<file path="src/hw/alcode_pkg.sv">
package alcode_pkg;
    // alarm number and warning range, as shown on the display
    localparam logic [7:0] WARN_LO = 8'h92;
    localparam logic [7:0] WARN_HI = 8'hEA;
    localparam logic [7:0] NO_ALARM = 8'h00;
    // digit of the configuration word that enables code output
    localparam int CFG_CODE_BIT = 0;
    // clear-method mask bits
    localparam int CLR_POWER = 0;
    localparam int CLR_KEY = 1;
    localparam int CLR_INPUT = 2;
    // sticky status bits
    localparam int ST_ALARM = 0;
    localparam int ST_WARN = 1;
    localparam int ST_CLEAR = 2;
    // register byte addresses
    localparam logic [7:0] OFS_STATUS = 8'h00;
    localparam logic [7:0] OFS_MASK = 8'h04;
    localparam logic [7:0] OFS_CFG = 8'h08;
    localparam logic [7:0] OFS_DISPLAY = 8'h0C;
    localparam logic [7:0] OFS_FAULT = 8'h10;
    localparam logic [2:0] MASK_RESET = 3'h0;
    localparam logic [2:0] CFG_RESET = 3'h0;
    typedef enum logic [0:0] {
        ALC_RUN = 1'b0,
        ALC_TRIP = 1'b1
    } alc_state_e;
endpackage : alcode_pkg

</file>
<file path="src/hw/alcode_if.sv">
`timescale 1ns/1ns
interface alcode_if;
    logic [7:0] number;
    logic [2:0] code;
    logic [2:0] clear_ok;
    logic valid;
    modport src (output number, output code, output clear_ok, output valid);
    modport dst (input number, input code, input clear_ok, input valid);
endinterface : alcode_if

</file>
<file path="src/hw/alcode_latch.sv">
`timescale 1ns/1ns
module alcode_latch (
    input wire logic pclk, // clock
    input wire logic presetn, // async reset, low
    input wire logic fault_valid, // fault reported this cycle
    input wire logic [7:0] fault_number, // its display number
    input wire logic [2:0] fault_code, // its output code
    input wire logic [2:0] fault_clear_ok, // allowed clear methods
    input wire logic clear_key, // set key on alarm screen
    input wire logic clear_input, // alarm clear input
    input wire logic clear_power, // power cycle
    alcode_if.src held // latched alarm
);
    logic [7:0] number, next_number;
    logic [2:0] code, next_code, okm, next_okm;
    logic valid, next_valid;
    logic clr;
    always_comb
    begin
        clr = valid && ((clear_power && okm[alcode_pkg::CLR_POWER])
            || (clear_key && okm[alcode_pkg::CLR_KEY])
            || (clear_input && okm[alcode_pkg::CLR_INPUT]));
        next_number = number;
        next_code = code;
        next_okm = okm;
        next_valid = valid;
        if (clr)
        begin
            next_valid = 1'b0;
            next_number = alcode_pkg::NO_ALARM;
        end
        // first alarm latched; new alarm beats clear
        if (fault_valid && (!valid || clr))
        begin
            next_valid = 1'b1;
            next_number = fault_number;
            next_code = fault_code;
            next_okm = fault_clear_ok;
        end
    end
    always_ff @(posedge pclk or negedge presetn)
    begin
        if (!presetn)
        begin
            number <= 8'h00;
            code <= 3'h0;
            okm <= 3'h0;
            valid <= 1'b0;
        end
        else
        begin
            number <= next_number;
            code <= next_code;
            okm <= next_okm;
            valid <= next_valid;
        end
    end
    assign held.number = number;
    assign held.code = code;
    assign held.clear_ok = okm;
    assign held.valid = valid;
    held_until_a: assert property (@(posedge pclk) disable iff (!presetn)
        valid && !clr |=> valid) else $error("alarm dropped without clear");
    bad_clear_a: assert property (@(posedge pclk) disable iff (!presetn)
        valid && clear_input && !okm[alcode_pkg::CLR_INPUT] && !clear_key && !clear_power
        |=> valid) else $error("clear input cleared forbidden alarm");
endmodule : alcode_latch

</file>
<file path="src/hw/alcode_top.sv">
`timescale 1ns/1ns
module alcode_top (
    input wire logic pclk, // clock
    input wire logic presetn, // async reset, low
    input wire logic psel, // apb select
    input wire logic penable, // apb enable
    input wire logic pwrite, // apb write
    input wire logic [7:0] paddr, // apb byte address
    input wire logic [31:0] pwdata, // apb write data
    output logic [31:0] prdata, // apb read data
    output logic pready, // apb ready
    output logic pslverr, // apb error
    input wire logic fault_valid, // fault detected pulse
    input wire logic [7:0] fault_number, // fault display number
    input wire logic [2:0] fault_code, // alarm code of fault
    input wire logic [2:0] fault_clear_ok, // permitted clears
    input wire logic clear_key, // set key on alarm screen
    input wire logic alarm_clear_input, // external clear
    input wire logic clear_power, // power on clear pulse
    input wire logic zero_speed_flag, // normal pin 0
    input wire logic in_position_flag, // normal pin 1
    input wire logic ready_flag, // normal pin 2
    output logic [2:0] code_pins, // three output pins, 1 = on
    output logic trouble_output, // 1 = no alarm
    output logic dyn_brake, // dynamic brake on
    output logic [7:0] display_number, // shown number
    output logic irq // interrupt level
);
    ////////////////////////////////////////////////////////////////////
    logic is_warn;
    alcode_if held ();
    alcode_latch u_latch (
        .pclk(pclk),
        .presetn(presetn),
        .fault_valid(fault_valid && !is_warn),
        .fault_number(fault_number),
        .fault_code(fault_code),
        .fault_clear_ok(fault_clear_ok),
        .clear_key(clear_key),
        .clear_input(alarm_clear_input),
        .clear_power(clear_power),
        .held(held.src)
    );

    function automatic logic warn_range(input logic [7:0] n);
        warn_range = (n >= alcode_pkg::WARN_LO) && (n <= alcode_pkg::WARN_HI);
    endfunction : warn_range

    assign is_warn = warn_range(fault_number);

    ////////////////////////////////////////////////////////////////////
    logic [2:0] status, next_status, mask, next_mask, cfg, next_cfg;
    logic [7:0] warn_number, next_warn_number;
    logic [31:0] next_prdata;
    logic next_pready, next_pslverr, acc, rd;
    alcode_pkg::alc_state_e state, next_state;
    logic [2:0] next_code_pins;
    logic next_trouble, next_brake, next_irq;
    logic [7:0] next_display;

    always_comb
    begin
        acc = psel && penable && !pready;
        rd = acc && !pwrite;
        next_mask = mask;
        next_cfg = cfg;
        next_prdata = 32'h0000_0000;
        next_pslverr = 1'b0;
        next_pready = acc;
        next_status = status;
        if (rd && paddr == alcode_pkg::OFS_STATUS)
        begin
            next_status = 3'h0;
            next_prdata = {29'h0, status};
        end
        else if (paddr == alcode_pkg::OFS_MASK)
        begin
            next_prdata = {29'h0, mask};
            if (acc && pwrite)
                next_mask = pwdata[2:0];
        end
        else if (paddr == alcode_pkg::OFS_CFG)
        begin
            next_prdata = {29'h0, cfg};
            if (acc && pwrite)
                next_cfg = pwdata[2:0];
        end
        else if (paddr == alcode_pkg::OFS_DISPLAY)
            next_prdata = {24'h0, display_number};
        else if (paddr == alcode_pkg::OFS_FAULT)
            next_prdata = {20'h0, held.clear_ok, held.code, 5'h0, state};
        else
            next_pslverr = acc;
        if (!acc)
            next_prdata = 32'h0000_0000;
        // set beats read clear
        if (fault_valid && !is_warn)
            next_status[alcode_pkg::ST_ALARM] = 1'b1;
        if (fault_valid && is_warn)
            next_status[alcode_pkg::ST_WARN] = 1'b1;
        if (state == alcode_pkg::ALC_TRIP && !held.valid)
            next_status[alcode_pkg::ST_CLEAR] = 1'b1;
        next_irq = |(next_status & mask);

        // warnings clear themselves when the cause goes; shown until then
        next_warn_number = warn_number;
        if (fault_valid && is_warn)
            next_warn_number = fault_number;
        else if (!fault_valid)
            next_warn_number = alcode_pkg::NO_ALARM;

        next_state = held.valid ? alcode_pkg::ALC_TRIP : alcode_pkg::ALC_RUN;
        next_trouble = !held.valid;
        next_brake = held.valid;
        next_display = held.valid ? held.number : next_warn_number;
        if (held.valid && cfg[alcode_pkg::CFG_CODE_BIT])
            next_code_pins = held.code;
        else
            next_code_pins = {ready_flag, in_position_flag, zero_speed_flag};
    end

    always_ff @(posedge pclk or negedge presetn)
    begin
        if (!presetn)
        begin
            status <= 3'h0;
            mask <= alcode_pkg::MASK_RESET;
            cfg <= alcode_pkg::CFG_RESET;
            warn_number <= 8'h00;
            prdata <= 32'h0000_0000;
            pready <= 1'b0;
            pslverr <= 1'b0;
            state <= alcode_pkg::ALC_RUN;
            code_pins <= 3'h0;
            trouble_output <= 1'b0;
            dyn_brake <= 1'b0;
            display_number <= 8'h00;
            irq <= 1'b0;
        end
        else
        begin
            status <= next_status;
            mask <= next_mask;
            cfg <= next_cfg;
            warn_number <= next_warn_number;
            prdata <= next_prdata;
            pready <= next_pready;
            pslverr <= next_pslverr;
            state <= next_state;
            code_pins <= next_code_pins;
            trouble_output <= next_trouble;
            dyn_brake <= next_brake;
            display_number <= next_display;
            irq <= next_irq;
        end
    end

    ////////////////////////////////////////////////////////////////////
    // warning gives no code
    warn_nocode_a: assert property (@(posedge pclk) disable iff (!presetn)
        fault_valid && is_warn && !held.valid |=> !dyn_brake
        && code_pins == $past({ready_flag, in_position_flag, zero_speed_flag})) else $error("warn tripped");
    code_out_a: assert property (@(posedge pclk) disable iff (!presetn)
        held.valid && cfg[0] |=> code_pins == $past(held.code)) else $error("code missing");
    code_cause_a: assert property (@(posedge pclk) disable iff (!presetn)
        !held.valid || !cfg[alcode_pkg::CFG_CODE_BIT]
        |=> code_pins == $past({ready_flag, in_position_flag, zero_speed_flag})) else $error("code without alarm");
    normal_pins_a: assert property (@(posedge pclk) disable iff (!presetn)
        !held.valid |=> code_pins == $past({ready_flag, in_position_flag, zero_speed_flag}))
        else $error("normal pins wrong");
    show_num_a: assert property (@(posedge pclk) disable iff (!presetn)
        held.valid |=> display_number == $past(held.number)) else $error("display wrong");
    trouble_off_a: assert property (@(posedge pclk) disable iff (!presetn)
        fault_valid && !is_warn |=> ##1 !trouble_output && dyn_brake)
        else $error("trouble not dropped");
    clear_cause_a: assert property (@(posedge pclk) disable iff (!presetn)
        $fell(held.valid) |-> $past(clear_key || alarm_clear_input || clear_power))
        else $error("spontaneous clear");
    latch_hold_a: assert property (@(posedge pclk) disable iff (!presetn)
        held.valid && !clear_key && !alarm_clear_input && !clear_power |=> held.valid)
        else $error("latch lost");
    apb_answer_a: assert property (@(posedge pclk) disable iff (!presetn)
        psel && penable && !pready |=> pready) else $error("apb late");
    alarm_c: cover property (@(posedge pclk) disable iff (!presetn)
        fault_valid && !is_warn ##[1:20] !held.valid);
    warn_c: cover property (@(posedge pclk) disable iff (!presetn) fault_valid && is_warn);
    coded_c: cover property (@(posedge pclk) disable iff (!presetn) held.valid && cfg[0]);
    // interrupt follows masked status on the same edge, using the mask of one edge before
    irq_level_a: assert property (@(posedge pclk) disable iff (!presetn)
        irq == |(status & $past(mask))) else $error("irq level wrong");
    // events land in status even during a read clear
    alarm_set_a: assert property (@(posedge pclk) disable iff (!presetn)
        fault_valid && !is_warn |=> status[alcode_pkg::ST_ALARM])
        else $error("alarm not flagged");
    warn_set_a: assert property (@(posedge pclk) disable iff (!presetn)
        fault_valid && is_warn |=> status[alcode_pkg::ST_WARN])
        else $error("warning not flagged");
    apb_error_a: assert property (@(posedge pclk) disable iff (!presetn)
        pslverr |-> pready) else $error("error without ready");
    clear_c: cover property (@(posedge pclk) disable iff (!presetn) $fell(held.valid));
    refuse_c: cover property (@(posedge pclk) disable iff (!presetn)
        held.valid && alarm_clear_input && !held.clear_ok[alcode_pkg::CLR_INPUT]);
endmodule : alcode_top

</file>
<file path="config.mk">
export PLATFORM = sky130hd
export DESIGN_NAME = alcode_top
export DESIGN_NICKNAME = d
export VERILOG_FILES = /design/src/hw/alcode_pkg.sv /design/src/hw/alcode_if.sv /design/src/hw/alcode_latch.sv /design/src/hw/alcode_top.sv
export SDC_FILE = /design/constraint.sdc
export NUM_CORES = 1
export LEC_CHECK = 0
export ABC_AREA = 1
export CAP_MARGIN = 25
export CORE_AREA = 2 2 84 106
export DETAILED_ROUTE_END_ITERATION = 12
export DIE_AREA = 0 0 86 108
export DONT_BUFFER_PORTS = 1
export RECOVER_POWER = 25
export SYNTH_ARGS = -nofsm -noshare
export SYNTH_HDL_FRONTEND = slang
export SYNTH_SLANG_ARGS = --single-unit
</file>
<file path="constraint.sdc">
create_clock -name pclk -period 1.62 [get_ports pclk]
set_input_delay 0.243 -clock pclk [delete_from_list [all_inputs] [get_ports pclk]]
set_output_delay 0.243 -clock pclk [all_outputs]
set_load 0.01 [all_outputs]
</file>
Word-level counts from Yosys, hierarchy flattened
Index checks and enable logic that the tools add are counted.
W data, S select, Z words.

operators by class
  $lt $le $gt $ge = 2
  equality and inequality tests = 4
  mux-type cells = 24
  bitwise operators = 3
  reductions and logical operators = 27

operators by type and width
  cell                  count
  $mux W12              5
  $mux W8               5
  $mux W32              1
  $eq A8 B4 Y1 const B  2
  $logic_and A1 B1 Y1   15
  $mux W1               11
  $eq A8 B3 Y1 const B  1
  $eq A8 B5 Y1 const B  1
  $ge A8 B8 Y1 const B  1
  $le A8 B8 Y1 const B  1
  $logic_not A8 Y1      1
  $mux W3               2
  $logic_not A1 Y1      4
  $reduce_and A4 Y1     1
  $and A3 B3 Y3         1
  $logic_or A1 B1 Y1    3
  $reduce_and A3 Y1     1
  $reduce_or A3 Y1      1
  $not A1 Y1            2
  $reduce_bool A2 Y1    1

word-level totals
  flip-flop bits (word level) = 81
  input bits = 66
  output and inout port bits = 48
  word-level logic and storage cells = 77

Longest topological paths before layout
Gate-level depths: netlist of run 1.

  depth in word-level cells = 8
  mapped depth = 10
  gate-level depth less buffers = 10

By module
From an unflattened synthesis of run 1, not the netlist that was laid out.

unflattened totals
  cells, all modules = 333
  area total of the unflattened synthesis = 2861.5 sq um

modules (own cells, without submodules)
  module        instances  cells each  area each (sq um)  sequential area each (sq um)
  alcode_top    1          259         2157.1             1126.1
  alcode_latch  1          74          704.4              375.4

Worst setup path before layout of run 1
Ideal clock, no wire load.

  kind = reg-to-reg
  from = register pready
  to = register pslverr
  setup time = 119 ps
  arrival time = 1216 ps
  data required time = 1501 ps
  path slack = 285 ps
  stages on the path, launching flop included = 9
  path buffers = 0
  clock period less this slack = 1335 ps
  cell sequence = dfrtp_1 -> inv_1 -> nand3_2 -> nor2_1 -> nand3_2 -> nand3_1 -> nor2_1 -> nand2_1 -> nor2_1

on the way
  word-level cells in the longest chain between the ends = 7
  elaborated cells between the ends (all ways) = 9
  those cells by class = 5 x mux; 4 x reduce/logical

RTL lines
  item                      line               RTL
  start: declaration        alcode_top.sv:11   output logic pready,
  start signal: assignment  alcode_top.sv:147  pready <= next_pready;
  $logic_not A1 Y1 (*)      alcode_top.sv:63   acc = psel && penable && !pready;
  $logic_and A1 B1 Y1 (*)   alcode_top.sv:63
  $mux W1                   alcode_top.sv:90   else if (paddr == alcode_pkg::OFS_FAULT)
  $mux W1                   alcode_top.sv:88   else if (paddr == alcode_pkg::OFS_DISPLAY)
  $mux W1                   alcode_top.sv:82   else if (paddr == alcode_pkg::OFS_CFG)
  $mux W1                   alcode_top.sv:76   else if (paddr == alcode_pkg::OFS_MASK)
  $mux W1 (*)               alcode_top.sv:71   if (rd && paddr == alcode_pkg::OFS_STATUS)
  named net next_pslverr    alcode_top.sv:55   logic next_pready, next_pslverr, acc, rd;
  end signal: assignment    alcode_top.sv:148  pslverr <= next_pslverr;
  end: declaration          alcode_top.sv:12   output logic pslverr,

Mark *: on every way through the listed nets, which the timed path passes. The rest lies on a longest branch.
A chain may end at the register's enable or synchronous reset.

Worst setup path in the final report of run 1
  from = register pready
  to = register cfg[1]

on the way
  word-level cells in the longest chain between the ends = 6
  elaborated cells between the ends (all ways) = 7
  those cells by class = 1 x bitwise; 6 x reduce/logical

RTL lines
  item                             line               RTL
  $logic_not A1 Y1 (*)             alcode_top.sv:63
  $logic_and A1 B1 Y1 (*)          alcode_top.sv:63
  $logic_and A1 B1 Y1              alcode_top.sv:64   rd = acc && !pwrite;
  $logic_and A1 B1 Y1              alcode_top.sv:71
  $not A1 Y1 (no line)             --
  $reduce_and A4 Y1 (no line) (*)  --
  end signal: assignment           alcode_top.sv:128  cfg <= alcode_pkg::CFG_RESET;
  end signal: assignment           alcode_top.sv:144  cfg <= next_cfg;
  end: declaration                 alcode_top.sv:52   logic [2:0] status, next_status, mask, next_mask, cfg, next_cfg;

Mark *: on every way between the ends. The rest lies on a longest branch, timed or not.

==> run metrics, run 1 <==
run status=finished with violations; failing checks=negative hold slack; starting utilization of the core area=0.344; area enclosed by the die boundary=a little over 9000 µm²; post-route standard cell area excluding fillers=between 3000 and 4000 µm²; Sink Count=60; synthesized flop and latch total=60; gp weighted congestion=just over 0.8; final count of hold timing violations=60; Placement Cell Area=2870 µm²; # IOs=roughly 110; detailed-routed wire length on met2=approximately 2900 µm; share of the clock period used by the worst path after layout=0.879; uppermost layer routed=met4; CTS tree=yes; via count=2059; sum of net half-perimeters after detailed placement=~4400 µm; Worst-path clk slew=roughly 0.070 ns; setup repair after global routing missed its margin=no; netlist area before placement=between 2000 and 3000 µm²; count of cell types in the netlist=26; final setup violation count=0; max-slew violation total from the final report=0; capturing element type of the critical path=flip-flop; number of antenna violations at the first check in global routing=0; number of standard cells after synthesis=between 300 and 400; pin count of the biggest net entering global routing=between 60 and 70; number of DRC violations after detailed routing=0; power density normalized to cell area=1270 nW/µm²; synthesized area divided by synthesized cell count=8.60 µm²; Critical Path Start Type=flip-flop; final setup skew=roughly 0.011 ns; largest fanout on the critical path=6; data required time at the worst endpoint=approximately 1.8 ns; most frequent cells in the layout=nand2_1 (93), dfrtp_1 (60), inv_1 (31), nand3_1 (31), nor2_1 (28); Hold/Removal Path Class=in2async; top-area cell type share of the netlist area=0.532; peak clock frequency supported by timing=702 MHz; buffers inserted during post-CTS setup optimization=0; worst setup path category=reg2reg; fin util=0.372; root buffer cell=clkbuf_8; Post-Place Cells=423; remaining antenna violation count after routing=0; multiplexer share of the synthesized area=0.0120; proportion of layout cells with a drive suffix above 1=0.141; worst-case clock buffer depth=2; total length of routed met3 wires=477 µm; area inside the core boundary=approximately 8200 µm²; highest ir drop seen on vdd=~0.41 mV; compound-cell area share of the yosys netlist=0.0421; most common cell after layout, fill and taps aside=nand2_1; TritonRoute pass-1 iters=4; Die Width=86 µm; layout net count=403; clock network latency to the later pin of the worst-skew pair=approximately 0.35 ns; non-filler instance count after layout=~440; cell accounting for the most synthesized area=dfrtp_1; Overflow after GRT=0; total negative slack for setup checks=0 ns; count of standard-cell rows=37; CP arrival=1.64 ns; smallest hold slack=-0.412 ns; top cells by area, synth=dfrtp_1 (53%), nand2_1 (12%), nand3_1 (5.5%); main combinational cell family by area after synthesis=simple AND/OR/NAND/NOR gates; drt wl/cell=about 14 µm; average via count per standard cell=4.70; synthesized-area fraction occupied by and/or/nand/nor cells=0.302; number of diodes added for antenna fixing=0; All-Layer GR Usage=0.139; count of synthesis-stage warnings from yosys=0; detailed router's first-iteration violation count=around 140; LEAKAGE=between 1.5 and 2 nW; post-synthesis share of cell area spent on xor and xnor gates=0; first-pass GRT wire length=~9800 µm; vias in the first global route=just under 2000; minimum clock period after layout=1.42 ns; routed length on met1=roughly 2500 µm; max capacitance violation total=0; height of the die=between 100 and 150 µm; sequential element share of the synthesized area=0.532; # port buffers=0; total wire length after detailed routing=roughly 6000 µm; H-tree Lvls=3; clock buffer count from CTS=9; area added between synthesis and finish=8.16%; Adder-Cell Fraction of Synth Area=0
[worst paths after layout]
kind,from,end,slack (ns),cells past startpoint
max in group asynchronous,presetn,prdata[1],1.92,0
setup / recovery,pready,cfg[1],0.20,7
hold / removal,presetn,u_latch.held.number[1],-0.41,0
setup reg to reg,pready,cfg[1],0.20,7
hold reg to reg,warn_number[7],warn_number[7],0.48,2
min in group pclk,fault_number[7],u_latch.held.number[7],0.03,2
[area by class of cell]
cell class,instances,area (µm²)
Clock buffer,10,128
Fill cell,847,5140
Sequential cell,60,1500
Timing Repair Buffer,5,37.5
Inverter,34,128
Multi-Input combinational cell,227,1080
Clock inverter,5,53.8
Tap cell,97,121
[state kept, by name (all words and copies together) (netlist names)]
signal / cells
code_pins: 3
mask: 3
status: 3
u_latch.held.valid: 1
trouble_output: 1
pready: 1
cfg: 3
u_latch.held.number: 8
prdata: 12
irq: 1
dyn_brake: 1
pslverr: 1
u_latch.held.code: 3
u_latch.held.clear_ok: 3
display_number: 8
warn_number: 8
[critical path, cell delays in order (launching register included)]
cell     delay [ns]
dfrtp_1        0.42
inv_1          0.08
nand3_2        0.07
buf_4          0.16
nor2_1         0.13
nand4_1        0.23
nand2_1        0.12
o21ai_0        0.09
[layer usage]
layer	GRT usage	vias to the layer above
li1	-	1021
met1	0.170	957
met2	0.210	69
met3	0.0557	12
met4	0.0726	0
met5	0	-
[what timing repair did]
action	CTS	global route
endpoints found under the setup margin	0	1
resized for setup	0	1
endpoints found under the hold margin	60	60
[logic make-up (layout without fill, tap and decap cells)]
logic type / after synthesis / count (layout)
AND/OR/NAND/NOR: 185 / 185
flip-flops: 60 / 60
other: 1 / 20
multiplexers: 3 / 3
AO/OA/AOI/OAI: 19 / 19
buffers and inverters: 60 / 54
[power breakdown]
part           internal [mW]  switching (mW)
combinational          0.223           0.370
sequential              1.76           0.256
clock                  0.695           0.555
[cells in the mapped netlist]
library cell,number
nor2_1,29
and3_1,1
nand3_1,31
nand2_2,7
nand2_1,93
mux2_2,3
buf_6,1
nand3_4,1
nor2_2,2
or2_0,1
inv_1,31
buf_4,20
clkbuf_1,2
inv_2,3
o21ai_1,1
buf_2,3
a21oi_1,5
nand2_4,2
o21ai_2,6
nand3_2,3
nand4_1,14
o21ai_0,6
a31oi_1,1
nand4_2,1
conb_1,1
dfrtp_1,60
[stage by stage]
| stage | hold WS, ns | worst slack, ns | total power, mW |
|---|---|---|---|
| 2_1_floorplan | -0.0526 | 0.285 | 2.49 |
| 6_report | -0.412 | 0.196 | 3.86 |
| 4_1_cts | -0.434 | 0.144 | 3.92 |
| 3_5_place_dp | -0.0493 | 0.152 | 2.65 |
| 3_3_place_gp | -0.0503 | 0.192 | 2.63 |
| 5_1_grt | -0.436 | 0.0707 | 4.10 |
No activity file was read; power rests on OpenSTA's default activity.
==> inputs of run 2 (changes only) <==
--- a/config.mk
+++ b/config.mk
@@ -7,10 +7,11 @@
 export LEC_CHECK = 0
 export ABC_AREA = 1
 export CAP_MARGIN = 25
-export CORE_AREA = 2 2 84 106
+export CORE_AREA = 2 2 65 82
 export DETAILED_ROUTE_END_ITERATION = 12
-export DIE_AREA = 0 0 86 108
+export DIE_AREA = 0 0 67 84
 export DONT_BUFFER_PORTS = 1
+export PLACE_DENSITY = 0.74
 export RECOVER_POWER = 25
 export SYNTH_ARGS = -nofsm -noshare
 export SYNTH_HDL_FRONTEND = slang
==> run 2 against run 1 <==
  * The flow still finishes with violations (negative hold slack)
  * Global-route usage up 7.2 points
  * Via count is 1.4% higher
  * Non-clock buffer count shrank 1
  * Clock-buffer cell count fell by 1
  * Sequential power about the same
  * First-iteration DRC count down 6.6%
  * Clock power is 6% higher
  * Register-to-register slack is essentially flat
  * Total power grew 2.3%
  * Final area decreased by 1.1%
  * Die area fell by 39%
  * Combinational power grew 0.8%
  * Largest power group unchanged
==> run metrics, run 2 (synthesis results as in run 1) <==
number of diodes added for antenna fixing=0; area added between synthesis and finish=6.96%; Overflow after GRT=0; Critical Path Sink=prdata[10]; peak clock frequency supported by timing=699 MHz; area inside the core boundary=~4900 µm²; final count of hold timing violations=60; # IOs=~110; Power Total=3.95 mW; CTS tree=yes; CP arrival=~1.7 ns; proportion of layout cells with a drive suffix above 1=0.144; # port buffers=0; H-tree Lvls=3; number of DRC violations after detailed routing=0; Sink Count=60; first-pass GRT wire length=around 9000 µm; final setup violation count=0; layout net count=402; capturing element type of the critical path=flip-flop; power density normalized to cell area=between 1000 and 1500 nW/µm²; Critical Path Source=pready; root buffer cell=clkbuf_8; worst slack, placed=between 0.1 and 0.15 ns; Placement Cell Area=around 2800 µm²; endpoint of the most critical register-to-register path=prdata[10]; run status=finished with violations; area enclosed by the die boundary=about 5600 µm²; largest stage delay on the critical path=0.41 ns; Worst-path clk slew=about 0.07 ns; All-Layer GR Usage=0.211; number of antenna violations at the first check in global routing=0; total negative slack for setup checks=0 ns; area occupied by registers=around 1500 µm²; TritonRoute pass-1 iters=4; critical-path cell list=inv_1 > nand3_2 > nor2_2 > nand3_2 > nand3_1 > nor2_1 > nand2_1 > nor2_1; area of the multi-input gates=about 1100 µm²; non-filler instance count after layout=roughly 400; max-slew violation total from the final report=0; LEAKAGE=around 1.6 nW; PnR worst setup slack=0.189 ns; share of the clock period used by the worst path after layout=0.883; remaining antenna violation count after routing=0; number of filler instances in the final layout=~460; minimum clock period after layout=1.43 ns; failing checks=negative hold slack; total wire length after detailed routing=5460 µm; fin util=0.612; via count=between 2000 and 2500; clock buffer count from CTS=9; buffers inserted during post-CTS setup optimization=0; smallest hold slack=-0.405 ns; worst-case clock buffer depth=2; post-route standard cell area excluding fillers=between 3000 and 4000 µm²; clock network latency to the later pin of the worst-skew pair=0.34 ns; Die Width=67 µm; worst setup slack for register-to-register paths=about 0.19 ns; most frequent cells in the layout=nand2_1 (93), dfrtp_1 (60), inv_1 (31), nand3_1 (31), nor2_1 (28); average via count per standard cell=around 5.2; flip-flop count of the largest register, all copies and words added=12; data required time at the worst endpoint=approximately 1.8 ns; highest ir drop seen on vdd=0.672 mV; count of standard-cell rows=29; setup repair after global routing missed its margin=no; Hold/Removal Path Class=in2async; worst setup path category=reg2reg; Crit-path slowest cell=dfrtp_1; sum of net half-perimeters after detailed placement=slightly above 4000 µm; Biggest register=prdata; detailed router's first-iteration violation count=between 100 and 150; most common cell after layout, fill and taps aside=nand2_1; vias in the first global route=between 2000 and 2500; largest fanout on the critical path=5; drt wl/cell=around 14 µm; max capacitance violation total=0; Worst Reg2Reg Path Length in Cells=8; height of the die=around 84 µm; Post-Place Cells=387; Critical Path Start Type=flip-flop; reg2reg start=pready; starting utilization of the core area=0.572; gp weighted congestion=0.809; final setup skew=approximately 0.0085 ns; pin count of the biggest net entering global routing=61
[run 2: cell types whose count changed in the layout (fill, tap and decap cells not counted), sizes merged]
cell / delta
clkbuf: -1
buf: -1
inv: +2
[run 2: worst min-delay path by stage]
stage,startpoint,end,slack [ns],cells after the start
floorplan,presetn,cfg[0],-0.05,0
global placement,presetn,prdata[10],-0.05,0
finish,presetn,prdata[10],-0.41,0
CTS,presetn,u_latch.held.clear_ok[0],-0.42,0
detailed placement,presetn,prdata[10],-0.05,0
global route,presetn,prdata[3],-0.43,0
[run 2: power by group]
part           switching, mW  total, mW  leakage [nW]  internal [mW]
sequential             0.261       2.02         0.775           1.76
combinational          0.376      0.598         0.717          0.222
clock                  0.609       1.33         0.104          0.720
[run 2: timing repair]
| item | CTS | global route |
|---|---|---|
| resized for setup | 0 | 1 |
| endpoints found under the hold margin | 60 | 60 |
| setup endpoints to repair | 0 | 1 |
[run 2: critical path: cells and delay by family, from the launching register on]
| family | cells | cell delay [ns] |
|---|---|---|
| DFF | 1 | 0.41 |
| and+or+nand+nor | 7 | 0.84 |
| buffers and inverters | 1 | 0.08 |
[run 2: per-layer routing]
| metal | vias to the layer above | GRT usage | share of wire |
|---|---|---|---|
| met5 | - | 0 | 0 |
| met4 | 0 | 0.0928 | 0.020 |
| met3 | 12 | 0.0661 | 0.069 |
| met2 | 70 | 0.331 | 0.50 |
| met1 | 985 | 0.264 | 0.41 |
| li1 | 1021 | - | - |
[run 2: layout make-up]
type,count,area share
sequential,60,0.498
multi-input combinational,227,0.359
inverter,34,0.0423
timing repair buffer,4,0.00995
clock buffer,9,0.0410
clock inverter,7,0.0249
tap,62,0.0257
